===== src/design/embs_pkg.sv =====
// Constants shared by the external memory bus sequencer.
// Assumes a single 100 MHz clock that stands in for the oscillator.
package embs_pkg;
	localparam int EMBS_CLK_PER_STATE = 2;
	localparam int EMBS_STATES = 6;
	localparam int EMBS_CLK_PER_CYCLE = EMBS_CLK_PER_STATE * EMBS_STATES;
	localparam logic [15:0] EMBS_PC_RESET = 16'h0000;
	localparam logic [15:0] EMBS_INT_ROM_TOP = 16'h3fff;
	localparam logic [7:0] EMBS_PORT_RESET = 8'hff;
	localparam logic [2:0] EMBS_CYC_ONE = 3'h1;
	localparam logic [2:0] EMBS_CYC_TWO = 3'h2;
	localparam logic [2:0] EMBS_CYC_FOUR = 3'h4;
	localparam logic [3:0] EMBS_PHASE_LAST = 4'hb;
	localparam logic [3:0] EMBS_STROBE_CLKS = 4'h7;
	typedef enum logic [1:0] {EMBS_OP_FETCH, EMBS_OP_XRD, EMBS_OP_XWR} embs_op_t;
endpackage


===== src/design/embs_sequencer.sv =====
// External memory bus sequencer with program counter.
// Assumes pins are synchronised here; the core supplies op requests on clk.
// What this block does
// - Six two-clock states make one cycle.
// - Opcode loaded S1, decoded S2, executed after.
// - Two-cycle instructions take 24 clocks.
// - Multiply and divide take 48 clocks.
// - Two address strobes per machine cycle.
// - Address strobe suppressed during data strobes.
// - Low address driven on port 0.
// - Fetch strobe only for external fetches.
// - Fetch strobe low-active, omitted during data strobes.
// - Write strobe low with accumulator on port 0.
// - Read strobe low, port 0 captured.
// - Program counter counts fetched bytes.
// - Counter wraps from ffff to 0000.
// - Internal fetch up to 3fff, external above.
// - ROMless variant fetches everything externally.
// - Pointer pair forms a 16-bit data address.
// - Address latched before data strobe asserts.
// - Index register gives an 8-bit address.
// - Port 2 latch stays during index access.
// - Strobes high while reset is applied.
`timescale 1ns/1ps
`default_nettype none
module embs_sequencer import embs_pkg::*; #(
	parameter bit HAS_INT_ROM = 1'b1
) (
	input wire logic clk,
	input wire logic rst_n,
	input wire logic opStart,
	input wire logic [2:0] opCycles,
	input wire logic xmemReq,
	input wire logic xmemWrite,
	input wire logic usePointer,
	input wire logic [7:0] pointerLowByte,
	input wire logic [7:0] pointerHighByte,
	input wire logic [7:0] indexReg,
	input wire logic [7:0] port2Latch,
	input wire logic [7:0] accData,
	input wire logic [7:0] port0In,
	output logic [7:0] port0Out,
	output logic port0Oe,
	output logic [7:0] port2Out,
	output logic addrLatchStrobe,
	output logic program_fetch_strobe_n,
	output logic readStrobeN,
	output logic writeStrobeN,
	output logic [15:0] progCounter,
	output logic [7:0] opcodeHoldingReg,
	output logic [7:0] readData,
	output logic readValid,
	output logic decodeStrobe,
	output logic instrDone
);
	logic [3:0] phase;
	logic cycleEnd;
	logic [7:0] p0Sync1_r;
	logic [7:0] p0Sync2_r;
	logic [2:0] cycLeft_r;
	logic [2:0] cycIdx_r;
	logic dataCyc_r;
	logic dataWr_r;
	logic dataPtr_r;
	logic extFetch;
	logic [15:0] pcNxt;
	logic [5:0] instrClk_r;
	logic [2:0] instrLen_r;
	logic [3:0] strobeLow_r;

	embs_state_timer uTimer (
		.clk(clk),
		.rst_n(rst_n),
		.phase(phase),
		.cycleEnd(cycleEnd)
	);

	function automatic logic [15:0] pcInc(input logic [15:0] pc);
		pcInc = pc + 16'h0001;
	endfunction

	assign extFetch = !HAS_INT_ROM || (progCounter > EMBS_INT_ROM_TOP);
	assign pcNxt = pcInc(progCounter);

	always_ff @(posedge clk or negedge rst_n) begin
		if (!rst_n) begin
			p0Sync1_r <= 8'h00;
			p0Sync2_r <= 8'h00;
		end else begin
			p0Sync1_r <= port0In;
			p0Sync2_r <= p0Sync1_r;
		end
	end

	// Instruction length bookkeeping in machine cycles.
	always_ff @(posedge clk or negedge rst_n) begin
		if (!rst_n) begin
			cycLeft_r <= 3'h0;
			cycIdx_r <= 3'h0;
			instrDone <= 1'b0;
		end else begin
			instrDone <= 1'b0;
			if (cycleEnd) begin
				if (cycLeft_r > 3'h1) begin
					cycLeft_r <= cycLeft_r - 3'h1;
					cycIdx_r <= cycIdx_r + 3'h1;
				end else begin
					cycLeft_r <= 3'h0;
					cycIdx_r <= 3'h0;
					instrDone <= (cycLeft_r != 3'h0);
				end
			end
			if (phase == 4'h0 && opStart && cycLeft_r == 3'h0) begin
				cycLeft_r <= (opCycles == 3'h0) ? EMBS_CYC_ONE : opCycles;
			end
		end
	end

	// The external data cycle is the second machine cycle of a move op.
	always_ff @(posedge clk or negedge rst_n) begin
		if (!rst_n) begin
			dataCyc_r <= 1'b0;
			dataWr_r <= 1'b0;
			dataPtr_r <= 1'b0;
		end else if (phase == 4'h0 && opStart && xmemReq && cycLeft_r == 3'h0) begin
			dataWr_r <= xmemWrite;
			dataPtr_r <= usePointer;
		end else if (cycleEnd) begin
			dataCyc_r <= (cycLeft_r == EMBS_CYC_TWO) && xmemReq;
		end
	end

	// Opcode capture in S1 and decode pulse in S2.
	always_ff @(posedge clk or negedge rst_n) begin
		if (!rst_n) begin
			opcodeHoldingReg <= 8'h00;
			decodeStrobe <= 1'b0;
		end else begin
			decodeStrobe <= (phase == 4'h2) && (cycIdx_r == 3'h0);
			if (phase == 4'h1 && cycIdx_r == 3'h0) begin
				opcodeHoldingReg <= p0Sync2_r;
			end
		end
	end

	// Program counter: one byte per fetch slot (S1 and S4).
	always_ff @(posedge clk or negedge rst_n) begin
		if (!rst_n) begin
			progCounter <= EMBS_PC_RESET;
		end else if ((phase == 4'h1 || phase == 4'h7) && !dataCyc_r && cycLeft_r != 3'h0) begin
			progCounter <= pcNxt;
		end
	end

	// Strobes: address strobe in S1 and S4, dropping the S4 one in a data cycle.
	always_ff @(posedge clk or negedge rst_n) begin
		if (!rst_n) begin
			addrLatchStrobe <= 1'b1;
			program_fetch_strobe_n <= 1'b1;
			readStrobeN <= 1'b1;
			writeStrobeN <= 1'b1;
		end else begin
			addrLatchStrobe <= (phase == 4'h0 || phase == 4'h6) && !(dataCyc_r && phase == 4'h6);
			program_fetch_strobe_n <= !(extFetch && !dataCyc_r &&
				((phase >= 4'h2 && phase <= 4'h4) || (phase >= 4'h8 && phase <= 4'ha)));
			readStrobeN <= !(dataCyc_r && !dataWr_r && phase >= 4'h2 && phase <= 4'h8);
			writeStrobeN <= !(dataCyc_r && dataWr_r && phase >= 4'h2 && phase <= 4'h8);
		end
	end

	// Port 0 and port 2 address/data multiplexing.
	always_ff @(posedge clk or negedge rst_n) begin
		if (!rst_n) begin
			port0Out <= EMBS_PORT_RESET;
			port0Oe <= 1'b0;
			port2Out <= EMBS_PORT_RESET;
		end else if (dataCyc_r) begin
			port2Out <= dataPtr_r ? pointerHighByte : port2Latch;
			if (phase <= 4'h1 || phase == 4'hb) begin
				port0Out <= dataPtr_r ? pointerLowByte : indexReg;
				port0Oe <= 1'b1;
			end else if (dataWr_r) begin
				port0Out <= accData;
				port0Oe <= 1'b1;
			end else begin
				port0Oe <= 1'b0;
			end
		end else if (extFetch && (phase <= 4'h1 || (phase >= 4'h5 && phase <= 4'h7))) begin
			port0Out <= progCounter[7:0];
			port0Oe <= 1'b1;
			port2Out <= progCounter[15:8];
		end else begin
			port0Oe <= 1'b0;
		end
	end

	// Read data captured at the end of the read strobe.
	always_ff @(posedge clk or negedge rst_n) begin
		if (!rst_n) begin
			readData <= 8'h00;
			readValid <= 1'b0;
		end else begin
			readValid <= 1'b0;
			if (dataCyc_r && !dataWr_r && phase == 4'h8) begin
				readData <= p0Sync2_r;
				readValid <= 1'b1;
			end
		end
	end

	// Clocks spent on the running instruction, kept for the length check.
	always_ff @(posedge clk or negedge rst_n) begin
		if (!rst_n) begin
			instrClk_r <= 6'h00;
			instrLen_r <= 3'h0;
		end else if (phase == 4'h0 && opStart && cycLeft_r == 3'h0) begin
			instrClk_r <= 6'h01;
			instrLen_r <= (opCycles == 3'h0) ? EMBS_CYC_ONE : opCycles;
		end else if (cycLeft_r != 3'h0) begin
			instrClk_r <= instrClk_r + 6'h01;
		end
	end

	// Clocks for which a data strobe has stayed low, kept for the width check.
	always_ff @(posedge clk or negedge rst_n) begin
		if (!rst_n) begin
			strobeLow_r <= 4'h0;
		end else if (!readStrobeN || !writeStrobeN) begin
			strobeLow_r <= strobeLow_r + 4'h1;
		end else begin
			strobeLow_r <= 4'h0;
		end
	end
endmodule
`default_nettype wire


===== src/design/embs_state_timer.sv =====
// State timer: counts oscillator clocks into states S1..S6.
// Assumes the same clock and reset as the sequencer.
`timescale 1ns/1ps
`default_nettype none
module embs_state_timer import embs_pkg::*; (
	input wire logic clk,
	input wire logic rst_n,
	output logic [3:0] phase,
	output logic cycleEnd
);
	always_ff @(posedge clk or negedge rst_n) begin
		if (!rst_n) begin
			phase <= 4'h0;
		end else if (phase == EMBS_PHASE_LAST) begin
			phase <= 4'h0;
		end else begin
			phase <= phase + 4'h1;
		end
	end
	assign cycleEnd = (phase == EMBS_PHASE_LAST);
endmodule
`default_nettype wire


===== config.mk =====
export PLATFORM = sky130hd
export DESIGN_NAME = embs_sequencer
export DESIGN_NICKNAME = d
export VERILOG_FILES = /design/src/design/embs_pkg.sv /design/src/design/embs_sequencer.sv /design/src/design/embs_state_timer.sv
export SDC_FILE = /design/constraint.sdc
export NUM_CORES = 1
export LEC_CHECK = 0
export ABC_AREA = 1
export BUFFER_PORTS_ARGS = -buffer_cell sky130_fd_sc_hd__clkbuf_2
export CORE_AREA = 2 2 115 89
export CTS_CLUSTER_SIZE = 10
export DETAILED_ROUTE_END_ITERATION = 8
export DIE_AREA = 0 0 117 91
export GPL_TIMING_DRIVEN = 0
export PLACE_DENSITY_LB_ADDON = 0.1
export SETUP_SLACK_MARGIN = 0.5
export SYNTH_ARGS = -nofsm -noshare
export SYNTH_HDL_FRONTEND = slang
export SYNTH_SLANG_ARGS = --single-unit

===== constraint.sdc =====
create_clock -name clk -period 3.6 [get_ports clk]
set_input_delay 0.54 -clock clk [delete_from_list [all_inputs] [get_ports clk]]
set_output_delay 0.54 -clock clk [all_outputs]
set_load 0.1 [all_outputs]

# Word-level counts from Yosys, hierarchy flattened
# Index checks and enable logic that the tools add are counted.
# op_classes
n_addsub,4
magnitude_cmp,10
eq_ne,8
n_mux,21
bitwise,1
n_reduce_logical,44
# ops
operator,count
2-to-1 mux 8 bit,8
logical AND 1 bit,24
"adder 16 x 1 -> 16 bit, second input constant",1
"> comparator 16 x 14 -> 1 bit, second input constant",1
2-to-1 mux 3 bit,5
zero test 3 bit,3
"== test 4 x 3 -> 1 bit, second input constant",2
"== test 4 bit, second input constant",2
"<= comparator 4 x 3 -> 1 bit, second input constant",2
"<= comparator 4 bit, second input constant",2
2-to-1 mux 1 bit,7
zero test 1 bit,6
logical OR 1 bit,5
"adder 4 x 1 -> 4 bit, second input constant",1
"== test 4 x 1 -> 1 bit, second input constant",1
"== test 4 x 2 -> 1 bit, second input constant",1
"greater-or-equal comparator 4 x 2 -> 1 bit, second input constant",1
"greater-or-equal comparator 4 x 3 -> 1 bit, second input constant",1
"greater-or-equal comparator 4 bit, second input constant",1
"<= comparator 4 x 1 -> 1 bit, second input constant",1
zero test 4 bit,1
2-to-1 mux 4 bit,1
AND reduction 2 bit,2
nonzero test 2 bit,2
other kinds (7),7
# word_totals
ff_bits,85
inputBits,57
wordCells,109

# Logic depth before layout (Yosys ltp)
# depth
ltp_word,6
depth_mapped,11

# By module
# A second synthesis with hierarchy kept.
# unflattened
hier_cells,494
hier_area_um2,4157.7
# by_module_without_submodules
mod,n_inst,cells_each,area_each_um2,seq_area_each_um2
embs_sequencer,1,472,3975.1,2052.0
embs_state_timer,1,22,182.7,100.1

# Least setup slack after synthesis
# Ideal clock, no wire load.
# synth_path
path_kind,reg2reg
start,reg progCounter[0]
end,reg progCounter[8]
setup_ns,0.130
t_arrival_ns,1.919
required_ns,3.470
path_slack_ns,1.551
stages_incl_launch_ff,8
synth_period_minus_slack_ns,2.049
cell_sequence,dfrtp_1 ha_1 inv_1 nor2_1 nand2_1 xor2_1 nand2_1 o21ai_0
# synth_between
elab_chain_cells,1
# synth_rtl
item,line_no,text
start: declaration,embs_sequencer.sv:49,"output logic [15:0] progCounter,"
start signal: assignment,embs_sequencer.sv:151,progCounter <= pcNxt;
adder 16 x 1 -> 16 bit,embs_sequencer.sv:79,pcInc = pc + 16'h0001;
# Every way passes these cells.
# A chain may end at the register's enable or synchronous reset.

# Worst setup path after layout
# layout_path
start,reg uTimer.phase[0]
end,reg readData[7]
# layout_between
elab_chain_cells,2
# layout_rtl
item,line_no,text
start: declaration,embs_state_timer.sv:8,"output logic [3:0] phase,"
start signal: assignment,embs_state_timer.sv:17,phase <= phase + 4'h1;
== test 4 bit,embs_sequencer.sv:204,if (dataCyc_r && !dataWr_r && phase == 4'h8) begin
logical AND 1 bit,embs_sequencer.sv:204,
end signal: assignment,embs_sequencer.sv:205,readData <= p0Sync2_r;
end: declaration,embs_sequencer.sv:51,"output logic [7:0] readData,"
# Every way passes these cells.

==> impl_results.md <==
- Slew Limit Fails: 0
- Synth Area in Simple Gates: 0.2975
- Vias in the first global route: 3547
- Syn_nets: 574
- Clock Tree Buf Depth: 2
- Comb power frac: 0.464
- N_diodes: 0
- Post-CTS Resized: 0
- Final min period: 1944 ps
- Die Y: 91 um
- Pre-antenna DRT Iters: 5
- Fmax: 514.4 MHz
- Critical Path Fanout Max: 10
- Pwr Density: 827.1 mW/mm2
- Outcome: finished, final reports clean
- Nets: 698
- Total core area: 0.009503 mm2
- Commonest non-fill, non-tap cell in the layout: nand2_1
- Seq pwr share: 0.312
- Worst slew pin tran: 631.8 ps
- RSZ-0062 raised after global routing: no
- Cells after synthesis: 505
- Worst VDD drop: 0.4240 mV
- Hpwl dp: 8.217 mm
- Setup bufs post-CTS: 0
- CTS root buf: clkbuf_16
- Worst reg2reg path startpoint: uTimer.phase[0]
- Synthesized area: 0.004198 mm2
- Fillers: 895
- Pin count of the biggest net entering global routing: 65
- Post-synthesis xor/xnor area fraction: 0.01878
- GP Congestion: 0.8638
- Final ANT Viol Nets: 0
- Placed Cells incl. Taps: 750
- Combinational family with the most area after synthesis: simple AND/OR/NAND/NOR gates
- Cts bufs inserted: 9
- Clock Sinks: 85
- Vias: 3782
- Grt ovf: 0
- Worst Setup SP: uTimer.phase[0]
- Final WL: 10.98 mm
- #FFs+latches synth: 85
- Setup tns final: 0 ps
- Adder-Cell Fraction of Synth Area: 0.03577
- Final worst path period share: 0.5401
- Switching portion of total power: 0.5121
- Max-cap violation count: 0
- GR peak layer: met1
- Initial antenna violation count: 0
- Most frequent cells in the layout: 171 x nand2_1, 111 x clkbuf_2, 65 x dfrtp_1, 47 x nand3_1, 42 x inv_1
- Starting density of the core: 0.4417
- Count of cell types in the netlist: 34
- Worst R2R End: readData[7]
- Vias per cell: 4.937
- GRT met1 Usage: 0.3280
- GRT met3 Usage: 0.06409
- Slowest CP cell: nor4_4
- CP cell instances: inv_1 > ha_1 > inv_1 > nor4_4 > buf_6 > nand2_1 > o21a_1
- Slew Limit Headroom: 0.5788
- Row cnt: 31
- CTS tree: built
- Final Hold Vio Count: 0
- Worst Reg-to-Reg Cells: 7
- All-layer global routing usage: 0.2146
- Clk network pwr share: 0.224
- Crit path capture type: flip-flop
- Worst path top cell family by delay: simple AND/OR/NAND/NOR gates
- Htree depth: 3
- Slowest Stage Delay on Critical Path: 530 ps
- Clock skew: 7.293 ps
- Port bufs: 112
- Layout cells sized above 1: 0.2697
- Reg clk slew, reported paths: 70 ps
- DRC: 0
- Reg2reg setup slack: 1660 ps
- CP Data Arrival Time: 2180 ps
- Number of DRC markers in iteration 0: 314
- Post-synthesis compound-gate area fraction: 0.07988
- Post-CTS Hold Buffers: 0
- WL/cell: 14.34 um
- Die X: 117 um
- Sw power: 2230 uW
- Worst Setup Path Type: flip-flop to flip-flop
- Hold WC Path Type: input pin to asynchronous set/reset pin
- Area Overhead vs Synth: 25.42%
- Leak pwr: 0.002661 uW
- Avg Inst Size Synth: 8.312 um2
- Mux share of post-synthesis cell area: 0
- Worst path most repeated cell: inv_1
- Worst setup SP type: flip-flop
- Int Pwr: 2125 uW
- Die ar.: 0.01065 mm2
- Worst skew pair latency: 340 ps
- CP bufs+invs: 3
- Req. time, crit path: 3840 ps
- GR Util met2: 0.3020
- Count of final setup violators: 0
- Warning count from the yosys run: 0
- First-pass GRT wire length: 17.62 mm
- Sequential share of the synthesized area: 0.5127
- Non-Filler Instances: 766
- IO Pins: 113
-- synth_stat cells --
cell,number,area [um2]
dfrtp_1,65,1627
a21oi_1,5,25.02
inv_2,2,7.510
dfstp_2,20,525.5
xor2_1,7,61.31
nand2_2,2,12.51
o21ai_4,1,16.27
o211ai_1,1,7.510
nand4_2,1,12.51
buf_4,2,15.01
nor2_4,1,11.26
o22ai_1,8,50.05
buf_6,1,11.26
o21a_1,8,60.06
nor3_1,1,5.000
ha_1,12,150.1
nand3_2,2,20.02
buf_2,3,15.01
xnor2_1,2,17.52
and2_1,1,6.260
nor2_2,2,12.51
nand2_1,171,641.9
clkinv_1,1,3.750
and2_0,7,43.79
nor4_4,1,21.27
o21bai_1,1,7.510
o21ai_0,32,160.2
nor2_1,38,142.6
nand4_1,8,50.05
clkbuf_1,6,22.52
nand2_4,3,33.78
o21ai_2,1,8.760
inv_1,42,157.7
nand3_1,47,235.2
-- routing by layer --
layer / vias up / part of all wire / routed length (um)
met5: - / 0 / 0
met4: 0 / 0.0077 / 85
met3: 8 / 0.079 / 873
met2: 160 / 0.42 / 4577
met1: 1750 / 0.50 / 5445
li1: 1864 / - / -
-- flip-flops by register name, summed over array words and instances (netlist names), 3 cells and up --
signal            cells
cycIdx_r              3
cycLeft_r             3
opcodeHoldingReg      8
p0Sync1_r             8
p0Sync2_r             8
port0Out              8
port2Out              8
progCounter          16
readData              8
uTimer.phase          4
-- per-stage QoR --
stage | cell area, um2 | utilization | hold slack, ps | setup WS, ps | total power, uW
5_1_grt | 5265 | 0.5540 | 128.1 | 1487 | 4575
6_report | 5265 | 0.5540 | 109.4 | 1656 | 4355
3_3_place_gp | 4923 | 0.5181 | 333.2 | 1044 | 3370
3_5_place_dp | 4954 | 0.5213 | 334.7 | 1662 | 3400
4_1_cts | 5265 | 0.5540 | 114.4 | 1666 | 4382
2_1_floorplan | 4198 | - | 244.4 | 1551 | 2998
-- worst reg2reg max path: cells and delay by family, from the launching register on --
| kind | cells | cell delay (ps) |
|---|---|---|
| buffers and inverters | 3 | 500 |
| flip-flops | 1 | 430 |
| AO/OA/AOI/OAI | 1 | 90 |
| AND/OR/NAND/NOR | 2 | 590 |
| adder cells (fa/ha/maj) | 1 | 230 |
-- logic make-up after synthesis --
kind of cell | Yosys count
compound gates | 57
simple gates | 285
flops | 85
buf+inv | 57
fa+ha+maj | 12
xor+xnor | 9
-- power by group through the flow --
stage | clock (uW) | combinational [uW] | sequential (uW)
final | 974 | 2020 | 1360
after global routing | 1040 | 2150 | 1390
after CTS | 994 | 2030 | 1360
after detailed placement | 0 | 2020 | 1380
after global placement | 0 | 2000 | 1370
after floorplan | 0 | 537 | 2460
-- area by class of cell --
class                   instances  area [um2]  area share
flip-flops and latches         85        2152      0.4087
inverters                      45       168.9     0.03208
multi-input cells             363        1813      0.3443
clock buffers                   9       225.2     0.04278
clock inverters                 7       86.33     0.01640
repair buffers                113       590.6      0.1122
plain buffers                  12       63.81     0.01212
well taps                     132       165.2     0.03137
-- how the worst max path moves through the flow --
| stage | slack, ps | cells past startpoint | end |
|---|---|---|---|
| finish | 1660 | 7 | readData[7] |
| global route | 1490 | 10 | port0Out[5] |
| CTS | 1670 | 7 | readData[7] |
| detailed placement | 1660 | 7 | readData[7] |
| global placement | 1040 | 1 | progCounter[14] |
| floorplan | 1550 | 7 | progCounter[8] |
No activity file was read; power rests on OpenSTA's default activity.
